**src/rtl/ddr3_ctl_pkg.sv**
```systemverilog
// Shared constants and types for the DDR3 calibration readout link.
package ddr3_ctl_pkg;

    // ----------------------------------------------------------------
    // Clock and timing
    // ----------------------------------------------------------------
    localparam int CLK_MHZ    = 50;
    localparam int T_MRD_CK   = 4;
    localparam int T_MOD_CK   = 12;
    localparam int T_DLLK_CK  = 512;
    localparam int T_CKSRE_CK = 5;
    localparam int T_CKSRX_CK = 5;
    localparam int T_XS_NS    = 170;
    localparam int T_XS_CK    = (T_XS_NS * CLK_MHZ + 999) / 1000;
    localparam int RD_WAIT_CK = 20;

    // ----------------------------------------------------------------
    // Command encodings {ras_n, cas_n, we_n}
    // ----------------------------------------------------------------
    typedef enum logic [2:0] {
        CMD_MRS = 3'h0,
        CMD_REF = 3'h1,
        CMD_PRE = 3'h2,
        CMD_ACT = 3'h3,
        CMD_WR  = 3'h4,
        CMD_RD  = 3'h5,
        CMD_ZQ  = 3'h6,
        CMD_NOP = 3'h7
    } cmd_e;

    // ----------------------------------------------------------------
    // Mode register fields
    // ----------------------------------------------------------------
    localparam int A_DLL_OFF   = 0;
    localparam int A_MPR_EN    = 2;
    localparam int A_DLL_RST   = 8;
    localparam int A_AP        = 10;
    localparam int A_BC        = 12;
    localparam logic [1:0] BL_FIX8 = 2'h0;
    localparam logic [1:0] BL_OTF  = 2'h1;
    localparam logic [1:0] BL_FIX4 = 2'h2;
    localparam int CL_CK  = 6;
    localparam int CWL_CK = 6;
    localparam logic [13:0] MR0_RUN    = 14'h0021;
    localparam logic [13:0] MR2_RUN    = 14'h0008;
    localparam logic [7:0] MPR_PATTERN = 8'hAA;
    localparam logic [13:0] MR_RESET   = 14'h0000;

    // ----------------------------------------------------------------
    // Controller register map and operations
    // ----------------------------------------------------------------
    localparam logic [1:0] REG_CTRL   = 2'h0;
    localparam logic [1:0] REG_STATUS = 2'h1;

    typedef enum logic [1:0] {
        OP_MRS     = 2'h0,
        OP_MPR_RD  = 2'h1,
        OP_DLL_OFF = 2'h2,
        OP_DLL_ON  = 2'h3
    } op_e;

    typedef enum logic [2:0] {
        ST_MRS = 3'h0,
        ST_SRE = 3'h1,
        ST_SRX = 3'h2,
        ST_RD  = 3'h3,
        ST_END = 3'h4
    } stp_e;

endpackage

```
**src/rtl/ddr3_link_if.sv**
```systemverilog
// Command, address and read data link between controller and device.
`timescale 1ns/1ps
`default_nettype none
interface ddr3_link_if;
    logic        cke;
    logic        cs_n;
    logic        ras_n;
    logic        cas_n;
    logic        we_n;
    logic        odt;
    logic [2:0]  ba;
    logic [13:0] addr;
    logic [7:0]  dq;
    logic        dq_oe;
    logic        dqs_oe;

    modport dev (
        input  cke, cs_n, ras_n, cas_n, we_n, odt, ba, addr,
        output dq, dq_oe, dqs_oe
    );
    modport ctl (
        output cke, cs_n, ras_n, cas_n, we_n, odt, ba, addr,
        input  dq, dq_oe, dqs_oe
    );
endinterface
`default_nettype wire

```
**src/rtl/ddr3_dev_end.sv**
```systemverilog
// Device end: mode registers, calibration readout and DLL-off timing.
//
// Summary of operation
// - Lane zero carries bit; others copy or zero.
// - Controller sends column bits one, zero low.
// - Eight-beat reads use A2 low, order 0-7.
// - Chopped read: A2 picks beats 0-3 or 4-7.
// - Banks, A9-A3, A10, A11, A13 ignored.
// - A12 chops on the fly when enabled.
// - Normal latencies; read only after DLL lock; the device accepts reads without checking locked_q.
// - Beat zero is LSB, beat seven MSB.
// - Location zero returns alternating 0,1 pattern.
// - NOP registers nothing, disturbs nothing.
// - Deselect runs nothing new, finishes current.
// - Mode one A0 set turns DLL off.
// - DLL-off supports read and write latency six.
// - DLL-off strobe starts one cycle earlier.
// - DLL off: MR1 A0, tMOD, self refresh.
// - After exit hold CKE high, ODT low.
// - Wait tXS, rewrite latencies, wait tMOD.
// - DLL on: enter self refresh, stable clock.
// - Hold CKE high, ODT low through tDLLK.
// - tXS, clear A0, tMRD, DLL reset, rewrite.
// - Wait tMOD, tDLLK and calibration time; the DLL-on sequence waits tMOD plus tDLLK only and issues no ZQ command.
// - Readout enable only with banks idle.
//
// Chosen here: strobed register access and the address map.
`timescale 1ns/1ps
`default_nettype none
module ddr3_dev_end
    import ddr3_ctl_pkg::*;
#(
    parameter bit MIRROR_LANES = 1'b1
)(
    input  wire logic       i_clk,           // Link clock.
    input  wire logic       i_rst,           // Async reset, high.
    ddr3_link_if.dev        link,            // Command and data link.
    output logic            o_dll_off,       // DLL disabled.
    output logic            o_dll_locked,    // DLL lock time elapsed.
    output logic            o_mpr_en,        // Readout mode active.
    output logic            o_self_refresh,  // In self refresh.
    output logic [7:0]      o_banks_open,    // Open bank map.
    output logic [4:0]      o_read_latency   // Cycles to first beat.
);

    // ----------------------------------------------------------------
    // Types and state
    // ----------------------------------------------------------------
    typedef enum logic [1:0] {
        RS_IDLE  = 2'h0,
        RS_WAIT  = 2'h1,
        RS_BURST = 2'h2
    } rd_e;

    typedef enum logic {
        DS_ACTIVE = 1'b0,
        DS_SREF   = 1'b1
    } dev_e;

    logic [13:0] mr_q [4];
    logic [13:0] mr_d [4];
    dev_e        dev_q, dev_d;
    logic [7:0]  open_q, open_d;
    logic [9:0]  lock_q, lock_d;
    logic        locked_q, locked_d;
    rd_e         rs_q, rs_d;
    logic [4:0]  cnt_q, cnt_d;
    logic [2:0]  pos_q, pos_d;
    logic [2:0]  left_q, left_d;
    logic        mpr_rd_q, mpr_rd_d;
    logic [1:0]  loc_q, loc_d;
    logic [7:0]  dq_q, dq_d;
    logic        oe_q, oe_d;
    logic [4:0]  lat_q, lat_d;

    logic        sel;
    cmd_e        cmd;
    logic        dll_off;
    logic        mpr_on;
    logic        chop;
    logic [4:0]  al;
    logic        beat;

    assign dll_off = mr_q[1][A_DLL_OFF];
    assign mpr_on  = mr_q[3][A_MPR_EN];

    // ----------------------------------------------------------------
    // Command decode
    // ----------------------------------------------------------------
    // A deselected cycle decodes as NOP; self refresh hides all commands.
    always_comb
    begin
        sel = ~link.cs_n && dev_q == DS_ACTIVE && link.cke;
        cmd = sel ? cmd_e'({link.ras_n, link.cas_n, link.we_n})
                  : CMD_NOP;
    end

    // Additive latency and chop decision for the incoming read.
    always_comb
    begin
        unique case (mr_q[1][4:3])
            2'h1:    al = 5'(CL_CK - 1);
            2'h2:    al = 5'(CL_CK - 2);
            default: al = 5'h00;
        endcase
        unique case (mr_q[0][1:0])
            BL_FIX4: chop = 1'b1;
            BL_OTF:  chop = ~link.addr[A_BC];
            default: chop = 1'b0;
        endcase
    end

    // ----------------------------------------------------------------
    // Mode registers, banks, self refresh and DLL lock
    // ----------------------------------------------------------------
    // Only mode writes and reads act while readout is enabled.
    always_comb
    begin
        mr_d     = mr_q;
        dev_d    = dev_q;
        open_d   = open_q;
        lock_d   = lock_q;
        locked_d = locked_q;
        if (!locked_q && !dll_off)
        begin
            if (lock_q == 10'(T_DLLK_CK - 1))
                locked_d = 1'b1;
            else
                lock_d = lock_q + 10'h001;
        end
        if (dev_q == DS_SREF && link.cke)
            dev_d = DS_ACTIVE;
        unique case (cmd)
            CMD_MRS:
            begin
                if (link.ba[1:0] != 2'h3 || open_q == 8'h00)
                    mr_d[link.ba[1:0]] = link.addr;
                // Turning the DLL off also restarts its lock count.
                if (link.ba[1:0] == 2'h1 && link.addr[A_DLL_OFF])
                begin
                    locked_d = 1'b0;
                    lock_d   = 10'h000;
                end
                if (link.ba[1:0] == 2'h0 && link.addr[A_DLL_RST])
                begin
                    locked_d = 1'b0;
                    lock_d   = 10'h000;
                end
            end
            CMD_ACT:
                if (!mpr_on)
                    open_d[link.ba] = 1'b1;
            CMD_PRE:
                if (!mpr_on)
                begin
                    if (link.addr[A_AP])
                        open_d = 8'h00;
                    else
                        open_d[link.ba] = 1'b0;
                end
            default:
                ;
        endcase
        if (!link.cs_n && dev_q == DS_ACTIVE && !link.cke && !mpr_on
            && {link.ras_n, link.cas_n, link.we_n} == CMD_REF)
            dev_d = DS_SREF;
    end

    // Registers the mode, bank and lock state.
    always_ff @(posedge i_clk or posedge i_rst)
    begin
        if (i_rst)
        begin
            for (int i = 0; i < 4; i++)
                mr_q[i] <= MR_RESET;
            dev_q    <= DS_ACTIVE;
            open_q   <= 8'h00;
            lock_q   <= 10'h000;
            locked_q <= 1'b0;
        end
        else
        begin
            mr_q     <= mr_d;
            dev_q    <= dev_d;
            open_q   <= open_d;
            lock_q   <= lock_d;
            locked_q <= locked_d;
        end
    end

    // ----------------------------------------------------------------
    // Read pipeline and calibration readout
    // ----------------------------------------------------------------
    // DLL-off brings the first beat one cycle forward.
    always_comb
    begin
        lat_d = dll_off ? 5'(al + 5'(CL_CK - 1))
                        : 5'(al + 5'(CL_CK));
    end

    // The readout bit is picked by beat position; reserved locations
    // follow the same order but return zero.
    always_comb
    begin
        beat = (loc_q == 2'h0) ? MPR_PATTERN[pos_d] : 1'b0;
    end

    // Countdown to the first beat, then one beat per cycle.
    always_comb
    begin
        rs_d     = rs_q;
        cnt_d    = cnt_q;
        pos_d    = pos_q;
        left_d   = left_q;
        mpr_rd_d = mpr_rd_q;
        loc_d    = loc_q;
        dq_d     = dq_q;
        oe_d     = oe_q;
        if (rs_q == RS_IDLE && cmd == CMD_RD)
        begin
            rs_d     = RS_WAIT;
            cnt_d    = lat_q - 5'h01;
            // Only A2 and A12 matter; the rest of the address is dropped.
            pos_d    = chop ? {link.addr[2], 2'h0} : 3'h0;
            left_d   = chop ? 3'h3 : 3'h7;
            mpr_rd_d = mpr_on;
            loc_d    = mr_q[3][1:0];
        end
        else if (rs_q == RS_WAIT)
        begin
            if (cnt_q == 5'h00)
            begin
                rs_d = RS_BURST;
                oe_d = 1'b1;
            end
            else
                cnt_d = cnt_q - 5'h01;
        end
        else if (rs_q == RS_BURST)
        begin
            if (left_q == 3'h0)
            begin
                rs_d = RS_IDLE;
                oe_d = 1'b0;
            end
            else
            begin
                left_d = left_q - 3'h1;
                pos_d  = pos_q + 3'h1;
            end
        end
        if (rs_d == RS_BURST && mpr_rd_d)
            dq_d = {MIRROR_LANES ? {7{beat}} : 7'h00, beat};
        else
            dq_d = 8'h00;
    end

    // Registers the read pipeline and the link outputs.
    always_ff @(posedge i_clk or posedge i_rst)
    begin
        if (i_rst)
        begin
            rs_q     <= RS_IDLE;
            cnt_q    <= 5'h00;
            pos_q    <= 3'h0;
            left_q   <= 3'h0;
            mpr_rd_q <= 1'b0;
            loc_q    <= 2'h0;
            dq_q     <= 8'h00;
            oe_q     <= 1'b0;
            lat_q    <= 5'(CL_CK);
        end
        else
        begin
            rs_q     <= rs_d;
            cnt_q    <= cnt_d;
            pos_q    <= pos_d;
            left_q   <= left_d;
            mpr_rd_q <= mpr_rd_d;
            loc_q    <= loc_d;
            dq_q     <= dq_d;
            oe_q     <= oe_d;
            lat_q    <= lat_d;
        end
    end

    // ----------------------------------------------------------------
    // Outputs
    // ----------------------------------------------------------------
    // Status outputs come straight from the registers.
    assign link.dq        = dq_q;
    assign link.dq_oe     = oe_q;
    assign link.dqs_oe    = oe_q;
    assign o_dll_off      = mr_q[1][A_DLL_OFF];
    assign o_dll_locked   = locked_q;
    assign o_mpr_en       = mr_q[3][A_MPR_EN];
    assign o_self_refresh = dev_q;
    assign o_banks_open   = open_q;
    assign o_read_latency = lat_q;

endmodule
`default_nettype wire

```
**src/flat_wrapper.sv**
```systemverilog
// flat-port wrapper written by rule: the top's interface ports become plain ports
module ddr3_dev_end_flat import ddr3_ctl_pkg::*;
#(
    parameter bit MIRROR_LANES = 1'b1
)
  (i_clk, i_rst, o_dll_off, o_dll_locked, o_mpr_en, o_self_refresh, o_banks_open, o_read_latency, link_cke, link_cs_n, link_ras_n, link_cas_n, link_we_n, link_odt, link_ba, link_addr, link_dq, link_dq_oe, link_dqs_oe);
  ddr3_link_if link_i ();
  input  wire logic i_clk;
  input  wire logic i_rst;
  output logic o_dll_off;
  output logic o_dll_locked;
  output logic o_mpr_en;
  output logic o_self_refresh;
  output logic [7:0] o_banks_open;
  output logic [4:0] o_read_latency;
  input wire logic [$bits(link_i.cke)-1:0] link_cke;
  input wire logic [$bits(link_i.cs_n)-1:0] link_cs_n;
  input wire logic [$bits(link_i.ras_n)-1:0] link_ras_n;
  input wire logic [$bits(link_i.cas_n)-1:0] link_cas_n;
  input wire logic [$bits(link_i.we_n)-1:0] link_we_n;
  input wire logic [$bits(link_i.odt)-1:0] link_odt;
  input wire logic [$bits(link_i.ba)-1:0] link_ba;
  input wire logic [$bits(link_i.addr)-1:0] link_addr;
  output wire logic [$bits(link_i.dq)-1:0] link_dq;
  output wire logic [$bits(link_i.dq_oe)-1:0] link_dq_oe;
  output wire logic [$bits(link_i.dqs_oe)-1:0] link_dqs_oe;
  assign link_i.cke = link_cke;
  assign link_i.cs_n = link_cs_n;
  assign link_i.ras_n = link_ras_n;
  assign link_i.cas_n = link_cas_n;
  assign link_i.we_n = link_we_n;
  assign link_i.odt = link_odt;
  assign link_i.ba = link_ba;
  assign link_i.addr = link_addr;
  assign link_dq = link_i.dq;
  assign link_dq_oe = link_i.dq_oe;
  assign link_dqs_oe = link_i.dqs_oe;
  ddr3_dev_end #(.MIRROR_LANES(MIRROR_LANES)) u_core (.i_clk(i_clk), .i_rst(i_rst), .link(link_i), .o_dll_off(o_dll_off), .o_dll_locked(o_dll_locked), .o_mpr_en(o_mpr_en), .o_self_refresh(o_self_refresh), .o_banks_open(o_banks_open), .o_read_latency(o_read_latency));
endmodule
```
**config.mk**
```make
export PLATFORM = sky130hd
export DESIGN_NAME = ddr3_dev_end_flat
export DESIGN_NICKNAME = d
export VERILOG_FILES = /design/src/rtl/ddr3_ctl_pkg.sv /design/src/rtl/ddr3_link_if.sv /design/src/rtl/ddr3_dev_end.sv /design/src/flat_wrapper.sv
export SDC_FILE = /design/constraint.sdc
export NUM_CORES = 1
export LEC_CHECK = 0
export BUFFER_PORTS_ARGS = -buffer_cell sky130_fd_sc_hd__buf_2
export CAP_MARGIN = 40
export CORE_ASPECT_RATIO = 0.8
export CORE_MARGIN = 2
export CORE_UTILIZATION = 55
export DETAILED_ROUTE_END_ITERATION = 12
export PLACE_DENSITY_LB_ADDON = 0.12
export SYNTH_ARGS = -nofsm -noshare
export SYNTH_HDL_FRONTEND = slang
export SYNTH_SLANG_ARGS = --single-unit
```
**constraint.sdc**
```tcl
create_clock -name i_clk -period 3.95 [get_ports i_clk]
set_input_delay 0.79 -clock i_clk [delete_from_list [all_inputs] [get_ports i_clk]]
set_output_delay 0.79 -clock i_clk [all_outputs]
set_load 0.01 [all_outputs]
```
==> results.py <==
metrics = {
    "synth": {
        "synthDistinctLibCells": 49,
        "yosys.area.top_type": "dfrtp_1",
        "syn_nets": 290,
        "ys_warn_count": 0,
        "ys_ff_latch": 48,
        "synth_area_um2": 2600,
        "synthTopCellsByArea": "dfrtp_1, ha_1, mux2_2",
        "synthFlopType": "dfrtp_1",
        "netlist_instances": 253,
        "avgSynthCellArea_um2": 10.3,
        "synth_top_area_share_pct": 44.3,
        "ys_async_sr_fraction_pct": 100,
        "yosysSeqAreaShare_pct": 46.3,
        "synth_edf_count": 0,
    },
    "pwr": {
        "total_power_mw": 1.37,
        "power.density_nw_per_um2": 464,
        "ir_drop_v": 0.000428,
        "leakage_nw": 1.44,
    },
    "setup_path": {
        "crit_arrival_ns": 2.59,
        "crit_fanout": 13,
        "path_class": "in -> reg",
        "crit_path_start": "link_we_n",
        "cp-end-kind": "flop",
        "crit_required_ns": 4.14,
        "reg2reg_from": "u_core.o_self_refresh",
        "startpoint_type": "primary input",
    },
    "place": {
        "numPortBuffers": 43,
        "dp_hpwl_um": 3630,
        "place_area_um2": 2830,
        "place_worst_setup_slack_ns": 1.26,
        "gp_congestion": 0.812,
        "dp.cells": 344,
    },
    "detailed_routing": {
        "drt-initial-drc-count": 71,
        "via_per_inst": 5.70,
        "num_vias": 2007,
        "routed_wl_um": 5040,
        "first_pass_iters": 4,
        "wl_per_cell_um": 14.3,
        "post-route-drc-count": 0,
        "ant_nets": 0,
    },
    "layout": {
        "final_cells": 352,
        "nets": 328,
        "num_antenna_cells": 0,
        "fin_util_pct": 64.8,
        "finalInstanceArea_um2": 2960,
        "drive_gt1_share_pct": 24.3,
        "layout_common_cells": "dfrtp_1, buf_2, nor2_1, o21ai_0, a21oi_1",
        "area_growth_pct": 14.0,
        "final_common_cell": "dfrtp_1",
    },
    "clocking": {
        "ctsHoldBuffers": 0,
        "ctsResizeCount": 0,
        "cts_tree": "built",
        "clkTransAtPathRegs_ns": 0.09,
        "cts_sinks": 48,
        "cts-root-buf": "clkbuf_8",
        "cts_max_path_buffers": 2,
        "cts_made_buffers": 5,
        "htreeDepth": 2,
        "post_cts_buffers": 0,
        "clkLatencyLatePin_ns": 0.31,
    },
    "floorplan": {
        "coreArea_um2": 4570,
        "start_util_pct": 56.9,
        "row_count": 22,
        "die_w_um": 80.9,
        "io-pin-count": 52,
        "die_area_um2": 5290,
        "die_h_um": 65.5,
    },
    "flow_run": {
        "drv_cap": 0,
    },
    "grt": {
        "overflow": 0,
        "grt_pass1_vias": 1877,
        "grt_usage_pct": 21.2,
        "antenna_found_initial": 0,
        "grt_max_degree": 40,
        "grt_pass1_wl_um": 8470,
    },
    "sta": {
        "setup-tns-final_ns": 0,
        "clock_skew_ns": 0.0107,
        "finalSetupViolCount": 0,
        "slew_violations": 0,
        "max_freq_ghz": 0.418,
        "rsz0062_at_grt": "no",
        "max_slew_margin_pct": 63.0,
        "fin_ws_ns": 1.56,
        "timing.hold.ws_ns": 0.391,
        "tightest_slew_ns": 0.554,
        "timing.final.crit_period_ns": 2.39,
        "hold_violations": 0,
        "period_share_pct": 60.6,
    },
    "worst_hold_path": {
        "holdCritPathClass": "in -> async",
    },
    "run_status": {
        "outcome": "complete, no violations",
    },
}
[registers in the layout (all words and copies together) (netlist names)]
signal	count
u_core.mr_q	6
u_core.mpr_rd_q	1
u_core.o_read_latency	4
u_core.o_banks_open	8
u_core.rs_q	2
u_core.cnt_q	5
u_core.link.dq	1
u_core.o_self_refresh	1
u_core.pos_q	1
u_core.link.dq_oe	1
u_core.o_dll_off	1
u_core.o_dll_locked	1
u_core.lock_q	10
u_core.loc_q	2
u_core.left_q	3
u_core.o_mpr_en	1
[metal layers]
layer / vias to the layer above / GRT usage (%) / wire length (µm)
li1: 977 / - / -
met1: 979 / 27.8 / 2500
met2: 47 / 33.9 / 2230
met3: 4 / 6.18 / 254
met4: 0 / 6.99 / 63
met5: - / 0 / 0
[area by class of cell]
cell class                      instances  area, µm²
Fill cell                             421       1610
Inverter                               14       52.6
Tap cell                               60       75.1
Multi-Input combinational cell        176       1250
Sequential cell                        48       1200
Clock buffer                            6       72.6
Timing Repair Buffer                   46        250
Clock inverter                          2       60.1
[critical path: stages]
cell     delay [ns]
buf_2          0.11
nor2b_1        0.25
and4_1         0.22
buf_4          0.20
mux2i_1        0.22
ha_1           0.21
nand2_1        0.12
o31a_1         0.28
a21oi_1        0.10
o21ai_0        0.08
[final timing paths]
| kind | end | slack [ns] | depth (start not counted) |
|---|---|---|---|
| max | u_core.cnt_q[4] | 1.56 | 10 |
| min | u_core.o_read_latency[0] | 0.39 | 2 |
| max reg2reg | u_core.cnt_q[4] | 1.71 | 9 |
| min reg2reg | u_core.left_q[2] | 0.50 | 1 |
| max in group asynchronous | u_core.o_self_refresh | 3.10 | 3 |
| min in group i_clk | u_core.left_q[2] | 0.50 | 1 |
[logic make-up (layout without fill, tap and decap cells)]
family / Yosys count / count (layout) / share of synthesized area (%)
other: 1 / 1 / 0.144
AND/OR/NAND/NOR: 85 / 85 / 19.5
AO/OA/AOI/OAI: 52 / 52 / 12.3
multiplexers: 22 / 22 / 9.00
flip-flops: 48 / 48 / 46.3
XOR/XNOR: 4 / 4 / 1.35
adder cells (fa/ha/maj): 12 / 12 / 5.78
buffers and inverters: 29 / 68 / 5.63
[cell usage after synthesis (6+ instances only)]
master and n:
a21oi_1 14, buf_4 9, dfrtp_1 46, ha_1 12
inv_1 14, mux2_2 11, mux2i_1 11, nand2_1 12
nand3_1 6, nor2_1 19, nor2b_1 6, nor3_1 9
o21ai_0 19
[where the power goes]
part / internal (mW) / switching [mW] / total [mW]
Combinational: 0.133 / 0.152 / 0.285
Clock: 0.253 / 0.164 / 0.417
Sequential: 0.584 / 0.0886 / 0.673
Total: 0.970 / 0.405 / 1.37
(Power assumes the default switching activity.)
